[src/uhs_pkg.sv]
/*
 Shared constants for the UART host-select and modem-pin block:
 register indices, field positions, interrupt identity codes, widths.
 Assumes a single 20 MHz clock; nothing else is needed to compile it.
*/
`default_nettype none

package uhs_pkg;

	// Widths
	localparam int DATA_W = 8;
	localparam int ADDR_W = 3;
	localparam int DIV_W = 16;
	localparam int SYNC_W = 24;
	// Synchroniser idle image: active-low pins high except the latch strobe, all else low
	localparam logic [SYNC_W-1:0] SYNC_IDLE = 24'h7802c0;

	// Register indices on the select lines
	localparam logic [2:0] REG_RXTX = 3'h0;
	localparam logic [2:0] REG_IER = 3'h1;
	localparam logic [2:0] REG_ISR = 3'h2;
	localparam logic [2:0] REG_LCR = 3'h3;
	localparam logic [2:0] REG_MCR = 3'h4;
	localparam logic [2:0] REG_LSR = 3'h5;
	localparam logic [2:0] REG_MSR = 3'h6;
	localparam logic [2:0] REG_SPR = 3'h7;

	// Interrupt enable bits
	localparam int IER_RX = 0;
	localparam int IER_THRE = 1;
	localparam int IER_LINE = 2;
	localparam int IER_MODEM = 3;

	// Line control: divisor latch access
	localparam int LCR_DLAB = 7;

	// Modem control bits
	localparam int MCR_DTR = 0;
	localparam int MCR_RTS = 1;
	localparam int MCR_OUT1 = 2;
	localparam int MCR_OUT2 = 3;
	localparam int MCR_LOOP = 4;
	localparam int MCR_AFE = 5;

	// Modem input index; status bit is index plus four, delta bit is index
	localparam int MDM_CTS = 0;
	localparam int MDM_DSR = 1;
	localparam int MDM_RI = 2;
	localparam int MDM_DCD = 3;

	// Interrupt identity codes, low nibble of the identity register
	localparam logic [3:0] ISR_NONE = 4'h1;
	localparam logic [3:0] ISR_LINE = 4'h6;
	localparam logic [3:0] ISR_RXDATA = 4'h4;
	localparam logic [3:0] ISR_TIMEOUT = 4'hc;
	localparam logic [3:0] ISR_THRE = 4'h2;
	localparam logic [3:0] ISR_MODEM = 4'h0;
	localparam logic [1:0] ISR_FIFO_ON = 2'h3;
	localparam logic [1:0] ISR_FIFO_OFF = 2'h0;

	// Reset values and the divisor of one
	localparam logic [7:0] REG_RESET = 8'h00;
	localparam logic [DIV_W-1:0] DIV_RESET = 16'h0000;
	localparam logic [DIV_W-1:0] DIV_ONE = 16'h0001;

endpackage

`default_nettype wire

[src/uhs_baud_if.sv]
/*
 Carrier between the register front end and the baud divider.
 Assumes both ends share the block clock.
*/
`timescale 1ns/1ns
`default_nettype none

interface uhs_baud_if;
	logic [uhs_pkg::DIV_W-1:0] divisor;
	logic sixteenx;

	modport gen (input divisor, output sixteenx);
	modport user (output divisor, input sixteenx);
endinterface

`default_nettype wire

[src/uhs_baud_gen.sv]
/*
 Divider that makes the 16x transmit clock from the reference clock.
 Assumes the divisor is static between writes; a change restarts
 the count at its next wrap.
*/
`timescale 1ns/1ns
`default_nettype none

module uhs_baud_gen (
	input wire logic clock,
	input wire logic rst,
	uhs_baud_if.gen link
);

	typedef struct packed {
		logic [uhs_pkg::DIV_W-1:0] count;
		logic level;
	} uhs_baud_state_type;

	uhs_baud_state_type st_q;
	uhs_baud_state_type st_d;
	logic [uhs_pkg::DIV_W-1:0] lastCount;
	logic [uhs_pkg::DIV_W-1:0] halfCount;

	assign lastCount = link.divisor - uhs_pkg::DIV_ONE;
	assign halfCount = link.divisor >> 1;

	// Count 0..divisor-1, high for the first half of each period
	always_comb begin
		st_d = st_q;
		if (link.divisor == uhs_pkg::DIV_RESET) begin
			// Zero divisor stops the clock rather than dividing by 2^16
			st_d.count = uhs_pkg::DIV_RESET;
			st_d.level = 1'b0;
		end else if (link.divisor == uhs_pkg::DIV_ONE) begin
			// Full-rate output cannot come from a register; held high
			st_d.count = uhs_pkg::DIV_RESET;
			st_d.level = 1'b1;
		end else begin
			if (st_q.count >= lastCount) begin
				st_d.count = uhs_pkg::DIV_RESET;
			end else begin
				st_d.count = st_q.count + uhs_pkg::DIV_ONE;
			end
			st_d.level = (st_d.count < halfCount);
		end
	end

	always_ff @(posedge clock) begin
		if (rst) begin
			st_q <= '0;
		end else begin
			st_q <= st_d;
		end
	end

	assign link.sixteenx = st_q.level;

endmodule

`default_nettype wire

[src/uhs_top.sv]
/*
 Host-side select, register and modem-pin logic of a one-channel UART:
 strobe-latched select decode, tri-state data bus as three signals,
 interrupt identity and output, modem status flags, terminal-ready and
 send-request pins, transmit gating, and the 16x transmit clock.
 Assumes the framer and FIFOs around it run on the same clock and
 give their status as plain levels; host and modem pins are async.
*/
//
// Functional notes
// - Select lines choose the accessed register
// - Strobe low: select inputs pass straight through
// - Strobe rising edge latches and holds selects
// - Selected only when A, B high, low-enable low
// - Transmit clock is reference divided by divisor
// - Status bit 4 clear-to-send, bit 0 change
// - Send-clear change interrupts only without auto mode
// - Auto mode: send-clear input gates transmitter
// - Status bit 7 carrier, bit 3 change
// - Status bit 5 set-ready, bit 1 change
// - Carrier or set-ready change interrupts when enabled
// - Terminal-ready follows control bit, off in loopback
// - Interrupt output high while enabled cause pending
// - Interrupt drops when serviced or on reset
// - Master clear resets registers except scratch and divisor, and pin levels
// - Transceiver disable low unless host is reading
// - Eight-bit two-way host data bus
// - Either read strobe polarity reads when selected
// - Either write strobe polarity writes when selected
// - Auto mode: receive threshold drops send request
`timescale 1ns/1ns
`default_nettype none

module uhs_top (
	input wire logic clock,
	input wire logic rst,
	input wire logic masterClear,
	input wire logic [2:0] registerSelectLines,
	input wire logic selectLatchStrobeN,
	input wire logic chipEnableHighA,
	input wire logic chipEnableHighB,
	input wire logic chipEnableLowN,
	input wire logic hostReadStrobeN,
	input wire logic hostReadStrobe,
	input wire logic hostWriteStrobeN,
	input wire logic hostWriteStrobe,
	input wire logic [7:0] hostDataIn,
	output logic [7:0] hostDataOut,
	output logic hostDataOe,
	output logic transceiverDisableN,
	output logic interruptOut,
	input wire logic ctsN,
	input wire logic dsrN,
	input wire logic dcdN,
	input wire logic riN,
	output logic dtrN,
	output logic rtsN,
	output logic txSixteenxClockOut,
	output logic txAllowed,
	input wire logic fifoMode,
	input wire logic rxDataReady,
	input wire logic rxTimeout,
	input wire logic rxLineError,
	input wire logic rxAboveThreshold,
	input wire logic thrEmpty,
	input wire logic [7:0] rxHoldData,
	input wire logic [7:0] lineStatus,
	output logic thrWrite,
	output logic [7:0] thrData,
	output logic [7:0] lineControl
);

	typedef struct packed {
		logic [uhs_pkg::SYNC_W-1:0] sync1;
		logic [uhs_pkg::SYNC_W-1:0] sync2;
		logic [2:0] heldAddr;
		logic [2:0] heldCs;
		logic rdPrev;
		logic wrPrev;
		logic [2:0] wrAddr;
		logic [7:0] wrData;
		logic [7:0] dataOut;
		logic [7:0] ier;
		logic [7:0] lcr;
		logic [7:0] modem_control_reg;
		logic [7:0] spr;
		logic [7:0] dll;
		logic [7:0] dlm;
		logic [3:0] modemPrev;
		logic [3:0] delta;
		logic thrPend;
		logic thrEmptyPrev;
		logic thrStrobe;
		logic [7:0] thrByte;
	} uhs_state_type;

	uhs_state_type st_q;
	uhs_state_type st_d;

	// Synchronised pin copies, read only from the second stage
	logic [2:0] addrS;
	logic strobeS;
	logic csAS;
	logic csBS;
	logic csLowNS;
	logic rdNS;
	logic rdS;
	logic wrNS;
	logic wrS;
	logic [7:0] dataS;
	logic ctsNS;
	logic dsrNS;
	logic dcdNS;
	logic riNS;
	logic clearS;

	logic [2:0] effAddr;
	logic [2:0] effCs;
	logic selected;
	logic rdNow;
	logic wrNow;
	logic rdStart;
	logic wrEnd;
	logic dlab;
	logic loopback;
	logic autoFlow;
	logic [3:0] modemNow;
	logic [3:0] modemChange;
	logic modemInt;
	logic [3:0] isrId;
	logic [7:0] isrByte;
	logic [7:0] msrByte;
	logic [7:0] readMux;

	uhs_baud_if baudLink ();

	uhs_baud_gen baudGen (
		.clock(clock),
		.rst(rst),
		.link(baudLink)
	);

	// Unpack second stage; first stage feeds only the second
	assign {clearS, riNS, dcdNS, dsrNS, ctsNS, dataS, wrS, wrNS, rdS,
		rdNS, csLowNS, csBS, csAS, strobeS, addrS} = st_q.sync2;

	// Strobe low passes selects, high holds the value at its rise
	assign effAddr = strobeS ? st_q.heldAddr : addrS;
	assign effCs = strobeS ? st_q.heldCs : {csLowNS, csBS, csAS};
	assign selected = effCs[0] & effCs[1] & ~effCs[2];

	// Either strobe polarity counts; host ties the other off
	assign rdNow = selected & (rdS | ~rdNS);
	assign wrNow = selected & (wrS | ~wrNS);
	assign rdStart = rdNow & ~st_q.rdPrev;
	assign wrEnd = st_q.wrPrev & ~wrNow;

	assign dlab = st_q.lcr[uhs_pkg::LCR_DLAB];
	assign loopback = st_q.modem_control_reg[uhs_pkg::MCR_LOOP];
	assign autoFlow = st_q.modem_control_reg[uhs_pkg::MCR_AFE];

	// Active-true modem levels; loopback feeds back the control bits
	always_comb begin
		if (loopback) begin
			modemNow[uhs_pkg::MDM_CTS] = st_q.modem_control_reg[uhs_pkg::MCR_RTS];
			modemNow[uhs_pkg::MDM_DSR] = st_q.modem_control_reg[uhs_pkg::MCR_DTR];
			modemNow[uhs_pkg::MDM_RI] = st_q.modem_control_reg[uhs_pkg::MCR_OUT1];
			modemNow[uhs_pkg::MDM_DCD] = st_q.modem_control_reg[uhs_pkg::MCR_OUT2];
		end else begin
			modemNow[uhs_pkg::MDM_CTS] = ~ctsNS;
			modemNow[uhs_pkg::MDM_DSR] = ~dsrNS;
			modemNow[uhs_pkg::MDM_RI] = ~riNS;
			modemNow[uhs_pkg::MDM_DCD] = ~dcdNS;
		end
	end

	// Change detect; ring flags only its trailing edge
	always_comb begin
		modemChange = modemNow ^ st_q.modemPrev;
		modemChange[uhs_pkg::MDM_RI] = st_q.modemPrev[uhs_pkg::MDM_RI] &
			~modemNow[uhs_pkg::MDM_RI];
	end

	// Send-clear change is silent while auto flow owns that pin
	assign modemInt = st_q.delta[uhs_pkg::MDM_DCD] |
		st_q.delta[uhs_pkg::MDM_DSR] |
		st_q.delta[uhs_pkg::MDM_RI] |
		(st_q.delta[uhs_pkg::MDM_CTS] & ~autoFlow);

	// Identity by fixed priority, highest first
	always_comb begin
		if (st_q.ier[uhs_pkg::IER_LINE] & rxLineError) begin
			isrId = uhs_pkg::ISR_LINE;
		end else if (st_q.ier[uhs_pkg::IER_RX] & rxDataReady) begin
			isrId = uhs_pkg::ISR_RXDATA;
		end else if (st_q.ier[uhs_pkg::IER_RX] & rxTimeout & fifoMode) begin
			isrId = uhs_pkg::ISR_TIMEOUT;
		end else if (st_q.ier[uhs_pkg::IER_THRE] & st_q.thrPend) begin
			isrId = uhs_pkg::ISR_THRE;
		end else if (st_q.ier[uhs_pkg::IER_MODEM] & modemInt) begin
			isrId = uhs_pkg::ISR_MODEM;
		end else begin
			isrId = uhs_pkg::ISR_NONE;
		end
	end

	assign isrByte = {fifoMode ? uhs_pkg::ISR_FIFO_ON : uhs_pkg::ISR_FIFO_OFF,
		2'h0, isrId};
	assign msrByte = {modemNow[uhs_pkg::MDM_DCD],
		modemNow[uhs_pkg::MDM_RI],
		modemNow[uhs_pkg::MDM_DSR],
		modemNow[uhs_pkg::MDM_CTS],
		st_q.delta};

	// Read data select; divisor latches overlay the first two slots
	always_comb begin
		if (effAddr == uhs_pkg::REG_RXTX) begin
			readMux = dlab ? st_q.dll : rxHoldData;
		end else if (effAddr == uhs_pkg::REG_IER) begin
			readMux = dlab ? st_q.dlm : st_q.ier;
		end else if (effAddr == uhs_pkg::REG_ISR) begin
			readMux = isrByte;
		end else if (effAddr == uhs_pkg::REG_LCR) begin
			readMux = st_q.lcr;
		end else if (effAddr == uhs_pkg::REG_MCR) begin
			readMux = st_q.modem_control_reg;
		end else if (effAddr == uhs_pkg::REG_LSR) begin
			readMux = lineStatus;
		end else if (effAddr == uhs_pkg::REG_MSR) begin
			readMux = msrByte;
		end else begin
			readMux = st_q.spr;
		end
	end

	// Next state of the whole block
	always_comb begin
		st_d = st_q;
		st_d.sync1 = {masterClear, riN, dcdN, dsrN, ctsN, hostDataIn,
			hostWriteStrobe, hostWriteStrobeN, hostReadStrobe,
			hostReadStrobeN, chipEnableLowN, chipEnableHighB,
			chipEnableHighA, selectLatchStrobeN, registerSelectLines};
		st_d.sync2 = st_q.sync1;
		// Hold register tracks live selects while the strobe is low
		if (!strobeS) begin
			st_d.heldAddr = addrS;
			st_d.heldCs = {csLowNS, csBS, csAS};
		end
		st_d.rdPrev = rdNow;
		st_d.wrPrev = wrNow;
		st_d.thrStrobe = 1'b0;
		st_d.thrEmptyPrev = thrEmpty;
		st_d.modemPrev = modemNow;
		// Data captured while the strobe is on, committed at its end
		if (wrNow) begin
			st_d.wrAddr = effAddr;
			st_d.wrData = dataS;
		end
		// Reads sample once at the start; side effects clear there too
		if (rdStart) begin
			st_d.dataOut = readMux;
			if (effAddr == uhs_pkg::REG_MSR) begin
				st_d.delta = 4'h0;
			end
			if (effAddr == uhs_pkg::REG_ISR && isrId == uhs_pkg::ISR_THRE) begin
				st_d.thrPend = 1'b0;
			end
		end
		if (wrEnd) begin
			if (st_q.wrAddr == uhs_pkg::REG_RXTX) begin
				if (dlab) begin
					st_d.dll = st_q.wrData;
				end else begin
					st_d.thrStrobe = 1'b1;
					st_d.thrByte = st_q.wrData;
					st_d.thrPend = 1'b0;
				end
			end else if (st_q.wrAddr == uhs_pkg::REG_IER) begin
				if (dlab) begin
					st_d.dlm = st_q.wrData;
				end else begin
					st_d.ier = st_q.wrData;
				end
			end else if (st_q.wrAddr == uhs_pkg::REG_LCR) begin
				st_d.lcr = st_q.wrData;
			end else if (st_q.wrAddr == uhs_pkg::REG_MCR) begin
				st_d.modem_control_reg = st_q.wrData;
			end else if (st_q.wrAddr == uhs_pkg::REG_SPR) begin
				st_d.spr = st_q.wrData;
			end
		end
		// Events after clears: a change in the clearing cycle survives
		st_d.delta = st_d.delta | modemChange;
		if ((thrEmpty & ~st_q.thrEmptyPrev) |
			(thrEmpty & st_d.ier[uhs_pkg::IER_THRE] &
			~st_q.ier[uhs_pkg::IER_THRE])) begin
			st_d.thrPend = 1'b1;
		end
		// Master clear keeps scratch and divisor, clears the rest
		if (clearS) begin
			st_d.ier = uhs_pkg::REG_RESET;
			st_d.lcr = uhs_pkg::REG_RESET;
			st_d.modem_control_reg = uhs_pkg::REG_RESET;
			st_d.delta = 4'h0;
			st_d.thrPend = 1'b0;
			st_d.thrStrobe = 1'b0;
			st_d.dataOut = uhs_pkg::REG_RESET;
		end
	end

	always_ff @(posedge clock) begin
		if (rst) begin
			// Idle sync image, else zeros look like active modem pins
			st_q <= '{sync1: uhs_pkg::SYNC_IDLE, sync2: uhs_pkg::SYNC_IDLE,
				default: '0};
		end else begin
			st_q <= st_d;
		end
	end

	assign baudLink.divisor = {st_q.dlm, st_q.dll};
	assign txSixteenxClockOut = baudLink.sixteenx;

	// Bus drive only inside a selected read; enable is the TRANSCEIVER_DISABLE_N level
	assign hostDataOut = st_q.dataOut;
	assign hostDataOe = rdNow & ~clearS;
	assign transceiverDisableN = rdNow & ~clearS;

	// Synced master clear forces the pin low without waiting an edge
	assign interruptOut = (isrId != uhs_pkg::ISR_NONE) & ~clearS;

	// Modem outputs inactive high in loopback or when bit clear
	assign dtrN = ~st_q.modem_control_reg[uhs_pkg::MCR_DTR] | loopback | clearS;
	assign rtsN = ~st_q.modem_control_reg[uhs_pkg::MCR_RTS] | loopback | clearS |
		(autoFlow & rxAboveThreshold);

	// Auto flow lets the send-clear level decide; else always allowed
	assign txAllowed = ~autoFlow | modemNow[uhs_pkg::MDM_CTS];

	assign thrWrite = st_q.thrStrobe;
	assign thrData = st_q.thrByte;
	assign lineControl = st_q.lcr;

endmodule

`default_nettype wire
[config.mk]
export PLATFORM = sky130hd
export DESIGN_NAME = uhs_top
export DESIGN_NICKNAME = d
export VERILOG_FILES = /design/src/uhs_pkg.sv /design/src/uhs_baud_if.sv /design/src/uhs_baud_gen.sv /design/src/uhs_top.sv
export SDC_FILE = /design/constraint.sdc
export NUM_CORES = 1
export LEC_CHECK = 0
export BUFFER_PORTS_ARGS = -buffer_cell sky130_fd_sc_hd__buf_2
export CELL_PAD_IN_SITES_DETAIL_PLACEMENT = 0
export CELL_PAD_IN_SITES_GLOBAL_PLACEMENT = 1
export CORE_MARGIN = 5
export CORE_UTILIZATION = 45
export CTS_BUF_LIST = sky130_fd_sc_hd__clkbuf_16
export DETAILED_ROUTE_END_ITERATION = 7
export GPL_TIMING_DRIVEN = 0
export PLACE_DENSITY = 0.85
export SYNTH_ARGS = -nofsm -noshare
export SYNTH_HDL_FRONTEND = slang
export SYNTH_SLANG_ARGS = --single-unit
[constraint.sdc]
create_clock -name clock -period 6.6 [get_ports clock]
set_input_delay 0.33 -clock clock [delete_from_list [all_inputs] [get_ports clock]]
set_output_delay 0.33 -clock clock [all_outputs]
set_load 0.02 [all_outputs]
==> flow_summary.ini, run 1 <==
[run_status]
status = finished clean

[worst_setup_path]
arrival_ps = 6200
r2r-end = baudGen.link.sixteenx
cpPeakStageDelay_ps = 500
cp_cell_sequence = nor4_2 -> nand2_1 -> nor3_1 -> nand2_1 -> nor4_1 -> xnor2_1 -> ha_1 -> nand4_1 -> or3_1 -> a2111oi_0 -> or4_1 -> clkbuf_2 -> clkbuf_1 -> nor2_1 -> ha_1 -> nand4_1 -> a2111oi_1 -> nand3_1 -> and3_1 -> o211a_1 -> o21a_1
cp.required_ps = 6920
cp-end-kind = flop
r2r_slack_ps = 720
cp_max_fo = 10
start_kind = flop
ff2ff_path_depth = 21
critPathLaunch = baudLink.divisor[2]
crit_slowest_cell = a2111oi_1
crit_type = flop to flop
rr_startpoint = baudLink.divisor[2]
cp-endpoint = baudGen.link.sixteenx

[power]
p_leak_nw = 3.859
ir_drop_mv = 0.1952
seqPwrFrac = 0.480
switching_share = 0.2570
clock_power_share = 0.474
p_int_w = 0.001523
switching_power_w = 0.0005266
power_frac_comb = 0.046
p_per_area_mw_per_mm2 = 229.9

[clock_tree]
cts_tree = done
htree_levels = 4
clock-sinks = 159
cts_setup_buffers = 0
clkLatencyLatePin_ps = 430
ctsLongestPathBuffers = 2
cts_buffers = 17
cts_root_buffer = clkbuf_16
cts.clk_slew.worst_paths_ps = 70

[synthesis]
synth_nets = 924
postSynthAreaPerCell_um2 = 9.070
yosysWarnings = 0
synthFlopType = dfxtp_1
synth_cells = 843
ys_types = 69
synth-seq-area-share = 0.4163
async_reset_ff_frac = 0
synth_area_mm2 = 0.007646
synth_seq_cells = 159
synth_edf_count = 0

[sta]
slew-limit-headroom = 0.3787
rsz0062_at_grt = no
hold_ws_ps = 72.76
tightest_slew_ps = 926.9
min_period_ps = 5882
max_freq_mhz = 170.0
hold_violations = 0
fin_crit_sh = 0.8913
totalNegativeSetupSlack_ps = 0
skew_ps = 9.517
slew_violations = 0
setup_viol_count_final = 0

[grt]
antenna_found_initial = 0
grt_max_degree = 19
overflow = 0
grt_pass1_vias = 5803
grt_use_total = 0.2036
grt_pass1_wl_um = 31310

[route]
dr_total_vias = 6157
drt-total-wl_um = 20030
drt_first_pass_iters = 5
wl_per_cell_um = 17.08
postRouteAntennaNets = 0
viasPerCell = 5.249
drtIter0Drc = 471
drc = 0

[floorplanning]
dieWidth_um = 140.4
core-area_mm2 = 0.01664
start_util = 0.4594
fp.dieH_um = 140.4
ioPinCount = 80
std_cell_rows = 47
dieArea_mm2 = 0.01970

[placed_design]
numPortBuffers = 78
dp_cells = 1141
place_hpwl_um = 14970
gp_congestion = 0.9253

[cells_and_area]
fin_nets = 1021
syn2layout_area_growth_pct = 16.56
diodes = 0
drive_gt1_frac = 0.1952
stdcell_count = 1173
nFillCells = 1567
fin_util = 0.5355

[min_path]
hp-class = input pin to flop

[flow_run]
cap_violations = 0
cells by family (layout without fill, tap and decap cells):
family          Yosys count  after routing  synth area share
buf+inv                 101            211           0.06611
compound gates          122            122            0.1059
fa+ha+maj                33             33           0.05400
flops                   159            159            0.4163
xor+xnor                 29             29           0.03322
mux                      85             85            0.1155
simple gates            314            314            0.2090
cell type report:
type                       instances  area [um^2]  share of cell area
buffer                            72        396.6             0.04450
clock buffer                      17        425.4             0.04773
clock inverter                    15        167.7             0.01881
inverter                          29        108.9             0.01221
multi-input combinational        583         3965              0.4449
sequential                       159         3183              0.3572
tap                              220        275.3             0.03089
timing repair buffer              78        390.4             0.04380
metrics by stage:
step | instance area (um^2) | setup WS [ps] | total power (W)
2_1_floorplan | 7646 | 1583 | 0.001059
3_3_place_gp | 8312 | 428.9 | 0.001098
3_5_place_dp | 8312 | 475.4 | 0.001099
4_1_cts | 8905 | 419.9 | 0.002064
5_1_grt | 8912 | 126.3 | 0.002113
6_report | 8912 | 717.7 | 0.002049
repair_timing:
action	CTS	global route
setup endpoints to repair	0	1
hold endpoints to repair	0	0
resized for setup	0	2
hold buffers	0	0
critical path, delay by kind of cell, from the launching register on:
kind | cells | cell delay (ps)
adder cells (fa/ha/maj) | 2 | 610
AO/OA/AOI/OAI | 4 | 1310
AND/OR/NAND/NOR | 12 | 2790
XOR/XNOR | 1 | 120
flip-flops | 1 | 400
buffers and inverters | 2 | 520
power groups by stage:
stage	Combinational, W	Clock, W	Sequential, W
after floorplan	0.0000555	0	0.00100
after CTS	0.0000931	0.000987	0.000984
after global routing	0.000102	0.00103	0.000986
final	0.0000937	0.000971	0.000984
after detailed placement	0.0000927	0	0.00101
after global placement	0.0000921	0	0.00101
per-layer routing:
layer | GRT usage | share of wire | vias to the layer above
li1 | - | - | 3058
met4 | 0.06986 | 0.022 | 0
met5 | 0 | 0 | -
met3 | 0.04567 | 0.071 | 35
met2 | 0.3107 | 0.44 | 202
met1 | 0.2843 | 0.46 | 2862
state kept, by name, summed over array words and instances, names as in the netlist, 4 cells and up:
| name | count |
|---|---|
| msrByte | 4 |
| baudGen.st_q | 16 |
| st_d | 24 |
| baudLink.divisor | 16 |
| st_q | 50 |
| hostDataOut | 8 |
| dataS | 8 |
| thrData | 8 |
| lineControl | 8 |
Yosys cell counts, drive strengths merged, types with 5 or more instances:
| library cell | number | area share |
|---|---|---|
| a211oi | 6 | 0.0059 |
| a21oi | 45 | 0.029 |
| a221oi | 5 | 0.0057 |
| buf | 36 | 0.034 |
| clkbuf | 36 | 0.018 |
| dfxtp | 159 | 0.42 |
| ha | 33 | 0.054 |
| inv | 29 | 0.014 |
| mux2 | 6 | 0.0088 |
| mux2i | 77 | 0.10 |
| nand2 | 48 | 0.024 |
| nand2b | 6 | 0.0059 |
| nand3 | 26 | 0.018 |
| nand4 | 8 | 0.0065 |
| nor2 | 135 | 0.076 |
| nor2b | 40 | 0.033 |
| nor3 | 10 | 0.0079 |
| o21ai | 21 | 0.014 |
| or2 | 16 | 0.013 |
| xnor2 | 19 | 0.022 |
| xor2 | 10 | 0.011 |
layout by cell type, fill, tap and decap left out, types with 17 or more instances in the layout:
cell type  netlist  routed
buf_2            5      83
clkbuf_16        0      17
nand2_1         48      48
inv_1           29      30
ha_1            33      33
mux2i_1         77      77
xnor2_1         19      19
nor2_1         125     125
a21oi_1         45      45
nand3_1         24      24
clkbuf_1        34      34
dfxtp_1        159     159
buf_4           25      25
nor2b_1         40      40
o21ai_0         21      21
worst min-delay path by stage:
stage / cells after the start / endpoint / start / slack [ps]
final: 2 / st_d[103] / hostWriteStrobeN / 70
after global routing: 2 / st_d[114] / dsrN / 60
after CTS: 2 / st_d[114] / dsrN / 60
after detailed placement: 1 / csLowNS / st_d[100] / 390
after global placement: 1 / rdNS / st_d[101] / 390
after floorplan: 1 / csLowNS / st_d[100] / 390
Note: power is estimated with default switching activity, not from simulation.
==> run 2, diff against run 1 <==
--- a/config.mk
+++ b/config.mk
@@ -14,6 +14,7 @@
 export DETAILED_ROUTE_END_ITERATION = 7
 export GPL_TIMING_DRIVEN = 0
 export PLACE_DENSITY = 0.85
+export RECOVER_POWER = 50
 export SYNTH_ARGS = -nofsm -noshare
 export SYNTH_HDL_FRONTEND = slang
 export SYNTH_SLANG_ARGS = --single-unit
==> flow_summary.ini, run 2 (same netlist as run 1, synthesis figures left out) <==
[run_status]
status = finished clean

[sta]
skew_ps = 8.522
slew-limit-headroom = 0.3728
max_freq_mhz = 169.8
tightest_slew_ps = 935.7
slew_violations = 0
fin_crit_sh = 0.8921
setup_viol_count_final = 0
min_period_ps = 5888
rsz0062_at_grt = no
totalNegativeSetupSlack_ps = 0
hold_violations = 0
worst_slack_ps = 711.8

[placed_design]
numPortBuffers = 78
place_hpwl_um = 14970
gp_congestion = 0.9253
place_ws_ps = 475.4

[floorplanning]
start_util = 0.4594
dieArea_mm2 = 0.01970
fp.dieH_um = 140.4
dieWidth_um = 140.4
ioPinCount = 80
core-area_mm2 = 0.01664
std_cell_rows = 47

[worst_setup_path]
cp_num_buf_inv = 2
cp-end-kind = flop
arrival_ps = 6210
r2r_slack_ps = 710
cp.required_ps = 6920
crit_type = flop to flop
cpPeakStageDelay_ps = 500
crit_slowest_cell = nor4_2
critPathTopFamily = simple AND/OR/NAND/NOR gates
start_kind = flop
cp_max_fo = 10
cp_cell_sequence = nor4_2 -> nand2_1 -> nor3_1 -> nand2_1 -> nor4_1 -> xnor2_1 -> ha_1 -> nand4_1 -> or3_1 -> a2111oi_0 -> or4_1 -> clkbuf_2 -> clkbuf_1 -> nor2_1 -> ha_1 -> nand4_1 -> a2111oi_1 -> nand3_1 -> and3_1 -> o211a_1 -> o21a_1

[cells_and_area]
final_cell_mix = dfxtp_1, nor2_1, mux2i_1, clkbuf_1, buf_2
register_area_mm2 = 0.003183
multiInputGateArea_mm2 = 0.003965
top_register = st_q
drive_gt1_frac = 0.1626
final_common_cell = dfxtp_1
largest_reg_flops = 50
syn2layout_area_growth_pct = 16.05
fin_nets = 1021
nFillCells = 1579
fin_util = 0.5332
diodes = 0

[grt]
antenna_found_initial = 0
grt_use_total = 0.2036
grt_pass1_wl_um = 31310
grt_pass1_vias = 5803
overflow = 0
grt_max_degree = 19

[clock_tree]
cts_root_buffer = clkbuf_16
hold_buffers = 0
ctsResizeCount = 0
cts_tree = done
cts_setup_buffers = 0
htree_levels = 4
cts_buffers = 17
clkLatencyLatePin_ps = 430
ctsLongestPathBuffers = 2
cts.clk_slew.worst_paths_ps = 70
clock-sinks = 159

[power]
ir_drop_mv = 0.1959
finalPower_w = 0.002049
p_per_area_mw_per_mm2 = 230.9
p_leak_nw = 3.732

[route]
drtIter0Drc = 508
viasPerCell = 5.249
drt_first_pass_iters = 5
dr_total_vias = 6157
wl_per_cell_um = 17.12
drt-total-wl_um = 20080
postRouteAntennaNets = 0
drc = 0

[min_path]
hp-class = input pin to flop

[flow_run]
cap_violations = 0
## run 2: cell count changes in the layout (fill, tap and decap cells not counted), sizes merged
cell	change
clkbuf	+33
buf	-33
## run 2: power by group
part | total (W) | leakage, nW | switching [W] | internal [W]
combinational | 0.0000940 | 2.15 | 0.0000569 | 0.0000370
clock | 0.000971 | 0.290 | 0.000462 | 0.000509
sequential | 0.000984 | 1.29 | 0.00000757 | 0.000977
total | 0.00205 | 3.73 | 0.000527 | 0.00152
## run 2: path summary, 6_finish.rpt
| path | cells after the start | startpoint | endpoint |
|---|---|---|---|
| max | 21 | baudLink.divisor[2] | baudGen.link.sixteenx |
| min reg2reg | 1 | st_d[100] | csLowNS |
| min | 2 | hostWriteStrobeN | st_d[103] |
| max reg2reg | 21 | baudLink.divisor[2] | baudGen.link.sixteenx |
## run 2: final cells by class
| type | instances | area share |
|---|---|---|
| multi-input combinational | 583 | 0.4468 |
| sequential | 159 | 0.3587 |
| clock buffer | 17 | 0.04794 |
| buffer | 72 | 0.04442 |
| timing repair buffer | 78 | 0.03990 |
| tap | 220 | 0.03102 |
| clock inverter | 15 | 0.01889 |
| inverter | 29 | 0.01227 |
## run 2: per-layer routing
metal  track usage  vias to the layer above  part of all wire
li1              -                     3060                 -
met1        0.2843                     2857              0.46
met2        0.3107                      213              0.44
met3       0.04567                       27             0.073
met4       0.06986                        0             0.020
met5             0                        -                 0
## run 2: through the flow
| step | instance area, um^2 | hold slack [ps] | instances |
|---|---|---|---|
| floorplan | 7646 | 389.5 | 843 |
| global placement | 8312 | 391.4 | 1141 |
| detailed placement | 8312 | 392.3 | 1141 |
| CTS | 8905 | 62.78 | 1173 |
| global route | 8874 | 63.02 | 1173 |
| finish | 8874 | 73.97 | 1173 |
